## config.mk

```make
export PLATFORM = sky130hd
export DESIGN_NAME = peep_host
export DESIGN_NICKNAME = d
export VERILOG_FILES = /design/src/rtl/peep_pkg.sv /design/src/rtl/peep_buf_if.sv /design/src/rtl/peep_host.sv /design/src/rtl/peep_page_mem.sv
export SDC_FILE = /design/constraint.sdc
export NUM_CORES = 1
export LEC_CHECK = 0
export BUFFER_PORTS_ARGS = -buffer_cell sky130_fd_sc_hd__buf_2
export CAP_MARGIN = 20
export CORE_MARGIN = 4
export CORE_UTILIZATION = 67
export DETAILED_ROUTE_END_ITERATION = 10
export PLACE_DENSITY = 0.82
export SLEW_MARGIN = 0
export SYNTH_ARGS = -nofsm -noshare
export SYNTH_HDL_FRONTEND = slang
export SYNTH_SLANG_ARGS = --single-unit
```

## constraint.sdc

```tcl
create_clock -name sys_clk -period 10.5 [get_ports sys_clk]
set_input_delay 1.575 -clock sys_clk [delete_from_list [all_inputs] [get_ports sys_clk]]
set_output_delay 1.575 -clock sys_clk [all_outputs]
set_load 0.02 [all_outputs]
```

## src/rtl/peep_pkg.sv

```systemverilog
/*
 * peep_pkg: constants, states and a cycle helper for the host.
 * assumes one 20 MHz clock; all counts derive from it.
 */
package peep_pkg;

    // ************************************************************
    // clock and timing
    // ************************************************************
    localparam int CLK_NS      = 50;      // 20 MHz system clock
    localparam int T_ACC_NS    = 150;     // read access time
    localparam int T_WP_NS     = 100;     // write strobe low width
    localparam int T_BLC_US    = 100;     // byte load window
    localparam int T_WC_MS     = 5;       // typical programming time

    // least times round up to whole cycles, never below one
    function automatic int peep_cyc_up(input int ns);
        int c;
        c = (ns + CLK_NS - 1) / CLK_NS;
        return (c < 1) ? 1 : c;
    endfunction

    localparam int RD_CYC  = peep_cyc_up(T_ACC_NS);
    localparam int WP_CYC  = peep_cyc_up(T_WP_NS);
    localparam int BLC_CYC = peep_cyc_up(T_BLC_US * 1000);
    localparam int WC_CYC  = peep_cyc_up(T_WC_MS * 1000000);

    // ************************************************************
    // geometry
    // ************************************************************
    localparam int ADDR_W    = 13;        // byte address width
    localparam int DATA_W    = 8;         // data line width
    localparam int PAGE_LO_W = 6;         // offset within a page
    localparam int PAGE_HI_W = ADDR_W - PAGE_LO_W;
    localparam int LEN_W     = 7;         // byte count 1..64
    localparam int CNT_W     = 12;        // short interval counter
    localparam int WC_W      = 17;        // polling timeout counter
    localparam int POLL_BIT  = 7;         // complemented-bit line
    localparam int TOGG_BIT  = 6;         // toggling line

    // ************************************************************
    // controller states
    // ************************************************************
    typedef enum logic [3:0] {
        PEEP_IDLE     = 4'h0,
        PEEP_RD       = 4'h1,
        PEEP_WR_SETUP = 4'h2,
        PEEP_WR_PULSE = 4'h3,
        PEEP_WR_HOLD  = 4'h4,
        PEEP_WIN_WAIT = 4'h5,
        PEEP_POLL_RD  = 4'h6,
        PEEP_POLL_CHK = 4'h7
    } peep_state_t;

endpackage

```

## src/rtl/peep_buf_if.sv

```systemverilog
/*
 * peep_buf_if: page buffer write and read ports.
 * assumes both ends share one clock.
 */
`timescale 1ns/1ps
interface peep_buf_if #(
    parameter int DW = 8,
    parameter int AW = 6
);
    logic          wr_en;
    logic [AW-1:0] wr_addr;
    logic [DW-1:0] wr_data;
    logic          rd_en;
    logic [AW-1:0] rd_addr;
    logic [DW-1:0] rd_data;

    modport mem (
        input  wr_en, wr_addr, wr_data, rd_en, rd_addr,
        output rd_data
    );
    modport ctl (
        output wr_en, wr_addr, wr_data, rd_en, rd_addr,
        input  rd_data
    );
endinterface

```

## src/rtl/peep_host.sv

```systemverilog
/*
 * peep_host: eeprom host; reads, page writes, then polls bit 7 or 6.
 * assumes synchronous pin inputs and data lines resolved outside.
 */
// Operation
// - select low for every access, else standby
// - write needs select, strobe low, gate high
// - upper seven address bits fixed per page
// - next load within 100 us of last
`timescale 1ns/1ps
module peep_host
    import peep_pkg::*;
#(
    parameter int WC_LIMIT = WC_CYC   // polling timeout in cycles
) (
    // clock, reset, enable
    input  wire logic                 sys_clk,
    input  wire logic                 sys_rst,
    input  wire logic                 clk_en,
    // page buffer fill
    input  wire logic                 fill_valid,
    input  wire logic [PAGE_LO_W-1:0] fill_index,
    input  wire logic [DATA_W-1:0]    fill_data,
    // command
    input  wire logic                 cmd_valid,
    input  wire logic                 cmd_write,
    input  wire logic [ADDR_W-1:0]    cmd_addr,
    input  wire logic [LEN_W-1:0]     cmd_len,
    input  wire logic                 cmd_poll_toggle,
    output logic                      cmd_ready,
    // response
    output logic                      rsp_valid,
    output logic                      rsp_timeout,
    output logic [DATA_W-1:0]         rsp_data,
    // memory pins
    output logic                      mem_ce_n,
    output logic                      mem_oe_n,
    output logic                      mem_we_n,
    output logic [ADDR_W-1:0]         mem_addr,
    output logic [DATA_W-1:0]         mem_data_out,
    output logic                      mem_data_oe,
    input  wire logic [DATA_W-1:0]    mem_data_in
);

    // ************************************************************
    // constants at counter width
    // ************************************************************
    localparam logic [CNT_W-1:0] RD_CNT  = CNT_W'(RD_CYC);
    localparam logic [CNT_W-1:0] WP_CNT  = CNT_W'(WP_CYC - 1);
    localparam logic [CNT_W-1:0] BLC_CNT = CNT_W'(BLC_CYC);
    localparam logic [WC_W-1:0]  WC_CNT  = WC_W'(WC_LIMIT);

    peep_state_t            state, next_state;
    logic [CNT_W-1:0]       cnt, next_cnt;
    logic [WC_W-1:0]        wt, next_wt;
    logic [PAGE_LO_W-1:0]   idx, next_idx;
    logic [PAGE_LO_W-1:0]   last_idx, next_last_idx;
    logic [PAGE_LO_W-1:0]   lo, next_lo;
    logic [PAGE_HI_W-1:0]   page, next_page;
    logic                   tog_mode, next_tog_mode;
    logic                   prev6, next_prev6;
    logic                   have_prev, next_have_prev;
    logic [DATA_W-1:0]      last_data, next_last_data;
    logic [DATA_W-1:0]      next_rsp_data;
    logic [ADDR_W-1:0]      next_addr;
    logic                   next_rsp_valid;
    logic                   next_rsp_timeout;

    peep_buf_if #(.DW(DATA_W), .AW(PAGE_LO_W)) buf_bus ();

    peep_page_mem #(.DW(DATA_W), .AW(PAGE_LO_W)) u_mem (
        .sys_clk (sys_clk),
        .bus     (buf_bus)
    );

    // ************************************************************
    // decode
    // ************************************************************
    // read address leads idx by one edge so rd_data is ready in setup
    assign buf_bus.wr_en   = fill_valid & clk_en;
    assign buf_bus.wr_addr = fill_index;
    assign buf_bus.wr_data = fill_data;
    assign buf_bus.rd_en   = clk_en;
    assign buf_bus.rd_addr = next_idx;

    wire cnt_zero  = (cnt == '0);
    wire wt_zero   = (wt == '0);
    wire last_byte = (idx == last_idx);
    // length zero is taken as one byte, never as an empty page
    wire [PAGE_LO_W-1:0] len_m1 = (cmd_len == '0) ? '0 :
                                  PAGE_LO_W'(cmd_len - LEN_W'(1));
    wire [PAGE_LO_W-1:0] lo_next = PAGE_LO_W'(lo + idx + PAGE_LO_W'(1));
    // bit 7 matches the written value only once programming is over
    wire poll7_done = (rsp_data[POLL_BIT] == last_data[POLL_BIT]);
    // two reads in a row with the same bit 6 mean toggling stopped
    wire poll6_done = have_prev && (rsp_data[TOGG_BIT] == prev6);
    wire poll_done  = tog_mode ? poll6_done : poll7_done;

    // pin levels as a function of the state being entered
    wire sel_on  = (next_state == PEEP_RD) || (next_state == PEEP_POLL_RD)
                || (next_state == PEEP_WR_SETUP)
                || (next_state == PEEP_WR_PULSE)
                || (next_state == PEEP_WR_HOLD);
    wire gate_on = (next_state == PEEP_RD)
                || (next_state == PEEP_POLL_RD);
    // strobe low only in the pulse, where the gate is always high
    wire strb_on = (next_state == PEEP_WR_PULSE);
    wire drv_on  = (next_state == PEEP_WR_PULSE)
                || (next_state == PEEP_WR_HOLD);

    // ************************************************************
    // sequencer
    // ************************************************************
    always_comb begin
        next_state       = state;
        next_cnt         = cnt;
        next_wt          = wt;
        next_idx         = idx;
        next_last_idx    = last_idx;
        next_lo          = lo;
        next_page        = page;
        next_tog_mode    = tog_mode;
        next_prev6       = prev6;
        next_have_prev   = have_prev;
        next_last_data   = last_data;
        next_rsp_data    = rsp_data;
        next_addr        = mem_addr;
        next_rsp_valid   = 1'b0;
        next_rsp_timeout = 1'b0;
        case (state)
            PEEP_IDLE: begin
                if (cmd_valid) begin
                    next_addr = cmd_addr;
                    if (cmd_write) begin
                        next_page     = cmd_addr[ADDR_W-1:PAGE_LO_W];
                        next_lo       = cmd_addr[PAGE_LO_W-1:0];
                        next_idx      = '0;
                        next_last_idx = len_m1;
                        next_tog_mode = cmd_poll_toggle;
                        next_state    = PEEP_WR_SETUP;
                    end else begin
                        next_cnt   = RD_CNT;
                        next_state = PEEP_RD;
                    end
                end
            end
            PEEP_RD: begin
                if (cnt_zero) begin
                    next_rsp_data  = mem_data_in;
                    next_rsp_valid = 1'b1;
                    next_state     = PEEP_IDLE;
                end else begin
                    next_cnt = cnt - CNT_W'(1);
                end
            end
            PEEP_WR_SETUP: begin
                // address stands a full cycle before the falling strobe
                next_cnt   = WP_CNT;
                next_state = PEEP_WR_PULSE;
            end
            PEEP_WR_PULSE: begin
                if (cnt_zero) begin
                    next_state = PEEP_WR_HOLD;
                end else begin
                    next_cnt = cnt - CNT_W'(1);
                end
            end
            PEEP_WR_HOLD: begin
                // data stays driven through the rising strobe edge
                if (last_byte) begin
                    next_last_data = mem_data_out;
                    next_cnt       = BLC_CNT;
                    next_state     = PEEP_WIN_WAIT;
                end else begin
                    // loads follow within a few cycles, far inside 100 us
                    next_idx   = idx + PAGE_LO_W'(1);
                    next_addr  = {page, lo_next};
                    next_state = PEEP_WR_SETUP;
                end
            end
            PEEP_WIN_WAIT: begin
                // a read inside the load window would disturb the page
                if (cnt_zero) begin
                    next_cnt       = RD_CNT;
                    next_wt        = WC_CNT;
                    next_have_prev = 1'b0;
                    next_state     = PEEP_POLL_RD;
                end else begin
                    next_cnt = cnt - CNT_W'(1);
                end
            end
            PEEP_POLL_RD: begin
                if (!wt_zero) begin
                    next_wt = wt - WC_W'(1);
                end
                if (cnt_zero) begin
                    next_rsp_data = mem_data_in;
                    next_state    = PEEP_POLL_CHK;
                end else begin
                    next_cnt = cnt - CNT_W'(1);
                end
            end
            PEEP_POLL_CHK: begin
                // gate high here, so every poll is a separate read
                if (poll_done) begin
                    next_rsp_valid = 1'b1;
                    next_state     = PEEP_IDLE;
                end else if (wt_zero) begin
                    // a protected device never resolves bit 7 polling
                    next_rsp_valid   = 1'b1;
                    next_rsp_timeout = 1'b1;
                    next_state       = PEEP_IDLE;
                end else begin
                    next_wt        = wt - WC_W'(1);
                    next_prev6     = rsp_data[TOGG_BIT];
                    next_have_prev = 1'b1;
                    next_cnt       = RD_CNT;
                    next_state     = PEEP_POLL_RD;
                end
            end
            default: begin
                next_state = PEEP_IDLE;
            end
        endcase
    end

    // ************************************************************
    // state registers
    // ************************************************************
    always_ff @(posedge sys_clk or posedge sys_rst) begin
        if (sys_rst) begin
            state     <= PEEP_IDLE;
            cnt       <= '0;
            wt        <= '0;
            idx       <= '0;
            last_idx  <= '0;
            lo        <= '0;
            page      <= '0;
            tog_mode  <= 1'b0;
            prev6     <= 1'b0;
            have_prev <= 1'b0;
            last_data <= '0;
        end else if (clk_en) begin
            state     <= next_state;
            cnt       <= next_cnt;
            wt        <= next_wt;
            idx       <= next_idx;
            last_idx  <= next_last_idx;
            lo        <= next_lo;
            page      <= next_page;
            tog_mode  <= next_tog_mode;
            prev6     <= next_prev6;
            have_prev <= next_have_prev;
            last_data <= next_last_data;
        end
    end

    // ************************************************************
    // output registers
    // ************************************************************
    // strobes idle high so reset leaves the device deselected
    always_ff @(posedge sys_clk or posedge sys_rst) begin
        if (sys_rst) begin
            cmd_ready   <= 1'b0;
            rsp_valid   <= 1'b0;
            rsp_timeout <= 1'b0;
            rsp_data    <= '0;
            mem_ce_n    <= 1'b1;
            mem_oe_n    <= 1'b1;
            mem_we_n    <= 1'b1;
            mem_addr    <= '0;
            mem_data_oe <= 1'b0;
        end else if (clk_en) begin
            cmd_ready   <= (next_state == PEEP_IDLE);
            rsp_valid   <= next_rsp_valid;
            rsp_timeout <= next_rsp_timeout;
            rsp_data    <= next_rsp_data;
            mem_ce_n    <= !sel_on;
            mem_oe_n    <= !gate_on;
            mem_we_n    <= !strb_on;
            mem_addr    <= next_addr;
            mem_data_oe <= drv_on;
        end
    end

    // write data loads as the strobe falls, from the buffer word
    always_ff @(posedge sys_clk or posedge sys_rst) begin
        if (sys_rst) begin
            mem_data_out <= '0;
        end else if (clk_en && state == PEEP_WR_SETUP) begin
            mem_data_out <= buf_bus.rd_data;
        end
    end

endmodule

```

## src/rtl/peep_page_mem.sv

```systemverilog
/*
 * peep_page_mem: one page of bytes, registered read data.
 * assumes the owner holds rd_en low whenever the clock enable is low.
 */
`timescale 1ns/1ps
module peep_page_mem #(
    parameter int DW = 8,
    parameter int AW = 6
) (
    // clock
    input  wire logic sys_clk,
    // buffer port
    peep_buf_if.mem   bus
);

    logic [DW-1:0] store [2**AW];

    // ************************************************************
    // storage
    // ************************************************************
    // no reset: contents are only read after the user has filled them
    always_ff @(posedge sys_clk) begin
        if (bus.wr_en) begin
            store[bus.wr_addr] <= bus.wr_data;
        end
        if (bus.rd_en) begin
            bus.rd_data <= store[bus.rd_addr];
        end
    end

endmodule

```

==> impl_metrics.tcl <==
set metrics [dict create \
    wl_mm 68.1 \
    coreArea_sq_um 38600 \
    tightest_slew_ns 1.11 \
    grt_usage 0.321 \
    dpl.hpwl_mm 42.1 \
    avgSynthCellArea_sq_um 12.5 \
    yosys_warnings 0 \
    clock_skew_ns 0.0201 \
    cts_tree "built" \
    start_util 0.676 \
    fmax_mhz 186 \
    clockBufferDepth 3 \
    antenna_found_initial 4 \
    overflow 0 \
    final_nets 2217 \
    dieArea_sq_um 42200 \
    period_minus_slack_ns 5.38 \
    finalCritPeriodShare 0.512 \
    synth_nets 2155 \
    slew_headroom 0.258 \
    peakVddDrop_uv 216 \
    die_h_microns 205 \
    postCtsResizedCells 0 \
    crit_path_start_kind "flop" \
    syn_to_final_growth_pct 10.4 \
    p_total_w 0.00848 \
    async_reset_ff_frac 0.159 \
    r2r_start "state[2]$_DFFE_PP0P_" \
    drc 0 \
    cpMostUsedCell "a21oi_1" \
    gp_congestion 1.02 \
    swShare 0.401 \
    cts_made_buffers 60 \
    path_cells "nor2b_1 > nand2_1 > o311ai_2 > and2_2 > buf_4 > nand3_1 > a21oi_1 > nor4_1 > a21oi_1 > or4_1" \
    cp_max_fo 51 \
    portBuffers 84 \
    cp-end-kind "flop" \
    drv_cap 0 \
    num_io_pins 85 \
    synthFlopType "edfxtp_1" \
    p_switching_w 0.00340 \
    finalHoldViolCount 0 \
    status "finished clean" \
    setup_viol 0 \
    drive_gt1_frac 0.117 \
    maxSlewViolCount 0 \
    ant_nets 0 \
    p_int_w 0.00508 \
    htree_levels 2 \
    grt_pass1_vias 17199 \
    clock-root-buffer "clkbuf_16" \
    critPathLaunch "state[2]$_DFFE_PP0P_" \
    clk_pin_slew_ns 0.06 \
    synth_area_sq_um 26100 \
    ys_top_cells_by_area "edfxtp_1 60%, dfrtp_1 9.1%, nand2_1 6.2%" \
    yosysMostFrequentCell "edfxtp_1" \
    min_from "page[5]$_DFFE_PP0P_" \
    p_clk_frac 0.242 \
    cts_sinks 618 \
    rows 72 \
    ys_top_cells_by_count "520 x edfxtp_1, 433 x nand2_1, 184 x a21oi_1, 140 x nor2_1, 95 x dfrtp_1" \
    rsz0062_at_grt "no" \
    via_count 18166 \
    ys_types 76 \
    critPathKind "flop to flop" \
    tns_ns 0 \
    grt_max_degree 119 \
    p_leak_nw 10.4 \
    ys_seq_elements 618 \
    critPathRequiredTime_ns 10.99 \
    hold_class "flop to flop" \
    synth_cells 2094 \
    via_per_inst 6.68 \
    wl_per_cell_microns 25.0 \
    synth_top_area_share 0.599 \
    post-cts-setup-buffers 0 \
    slowest_stage "nand3_1" \
    worstSkewPairLatency_ns 0.63 \
    worst_path_largest_cell_delay_ns 0.96 \
    power_density_nw_per_um2 295 \
    fp.dieW_microns 205 \
    combPwrFrac 0.395 \
    crit_arrival_ns 5.87 \
    first_pass_iters 6 \
    p_seq_frac 0.363 \
    grt_pass1_wl_mm 102 \
    synth_top_area_cell "edfxtp_1" \
    postCtsHoldBufs 0 \
    drtIter0Drc 2736 \
    ys_seq_area_frac 0.693 \
    synth_edf_count 520 \
    insertedDiodeCount 0 \
]
final timing paths:
check                                                  to  slack (ns)  cells after the start
max                        u_mem.bus.rd_data[6]$_DFFE_PP_        5.12                     10
min                                   page[5]$_DFFE_PP0P_        0.48                      2
max reg2reg                u_mem.bus.rd_data[6]$_DFFE_PP_        5.12                     10
min reg2reg                           page[5]$_DFFE_PP0P_        0.48                      2
max in group asynchronous     mem_data_out[0]$_DFFE_PP0P_        8.37                      3
min in group asynchronous        mem_addr[12]$_DFFE_PP0P_        0.90                      2
critical path: cells and delay by family, from the launching register on:
family / cells / cell delay, ns
flip-flops: 1 / 0.81
buffers and inverters: 1 / 0.59
AND/OR/NAND/NOR: 6 / 2.51
AO/OA/AOI/OAI: 3 / 1.32
through the flow:
stage               hold WS, ns  cell area [sq um]  std cells  setup WS, ns  utilization
floorplan                 0.441              26100       2094          6.33            -
global placement          0.457              26900       2607          4.89        0.697
detailed placement        0.462              26900       2608          4.82        0.697
CTS                       0.477              28700       2717          5.20        0.745
global route              0.490              28800       2721          4.95        0.747
finish                    0.480              28800       2721          5.12        0.747
layer usage:
metal	part of all wire	GRT usage	vias up
li1	-	-	7852
met1	0.36	0.442	8673
met2	0.46	0.493	1381
met3	0.13	0.0704	254
met4	0.055	0.158	6
met5	0.00063	0	-
cell usage in the layout (no fill, tap or decap), drive strengths merged, types with 24 or more instances in the layout:
| cell type | Yosys | final |
|---|---|---|
| nand3 | 94 | 94 |
| a21oi | 184 | 184 |
| clkinv | 0 | 28 |
| dfrtp | 95 | 95 |
| mux2i | 72 | 72 |
| edfxtp | 520 | 520 |
| nor2 | 142 | 142 |
| buf | 55 | 114 |
| nand2 | 435 | 435 |
| mux2 | 24 | 24 |
| a22oi | 24 | 24 |
| o22ai | 39 | 39 |
| clkbuf | 59 | 77 |
| nor3 | 26 | 26 |
| o21ai | 67 | 67 |
registers in the layout, summed over array words and instances (netlist names), 7 cells and up:
| name | flops |
|---|---|
| u_mem.bus.rd_data | 8 |
| cnt | 12 |
| u_mem.store | 512 |
| rsp_data | 8 |
| page | 7 |
| mem_data_out | 8 |
| mem_addr | 13 |
| wt | 17 |
logic make-up (layout without fill, tap and decap cells):
logic type,after synthesis,count (layout),synth area share
and+or+nand+nor,785,785,0.132
muxes,96,96,0.0380
adders and majority gates,12,12,0.00604
buffers and inverters,133,242,0.0222
AOI/OAI and AO/OA,417,417,0.0979
DFF,618,618,0.693
xor gates and xnor gates,33,33,0.0111
power by group through the flow:
stage | Combinational [W] | Sequential, W | Clock [W]
floorplan | 0.00223 | 0.00310 | 0
detailed placement | 0.00323 | 0.00312 | 0
global placement | 0.00315 | 0.00311 | 0
finish | 0.00335 | 0.00308 | 0.00205
CTS | 0.00327 | 0.00307 | 0.00206
global route | 0.00357 | 0.00310 | 0.00216
area by class of cell:
type / count / area (sq um)
timing repair buffer: 114 / 676
clock inverter: 32 / 225
multi-input combinational: 1343 / 7470
sequential: 618 / 18100
clock buffer: 77 / 1630
inverter: 19 / 73.8
fill: 2355 / 9770
tap: 518 / 648
No activity file was read; power rests on OpenSTA's default activity.
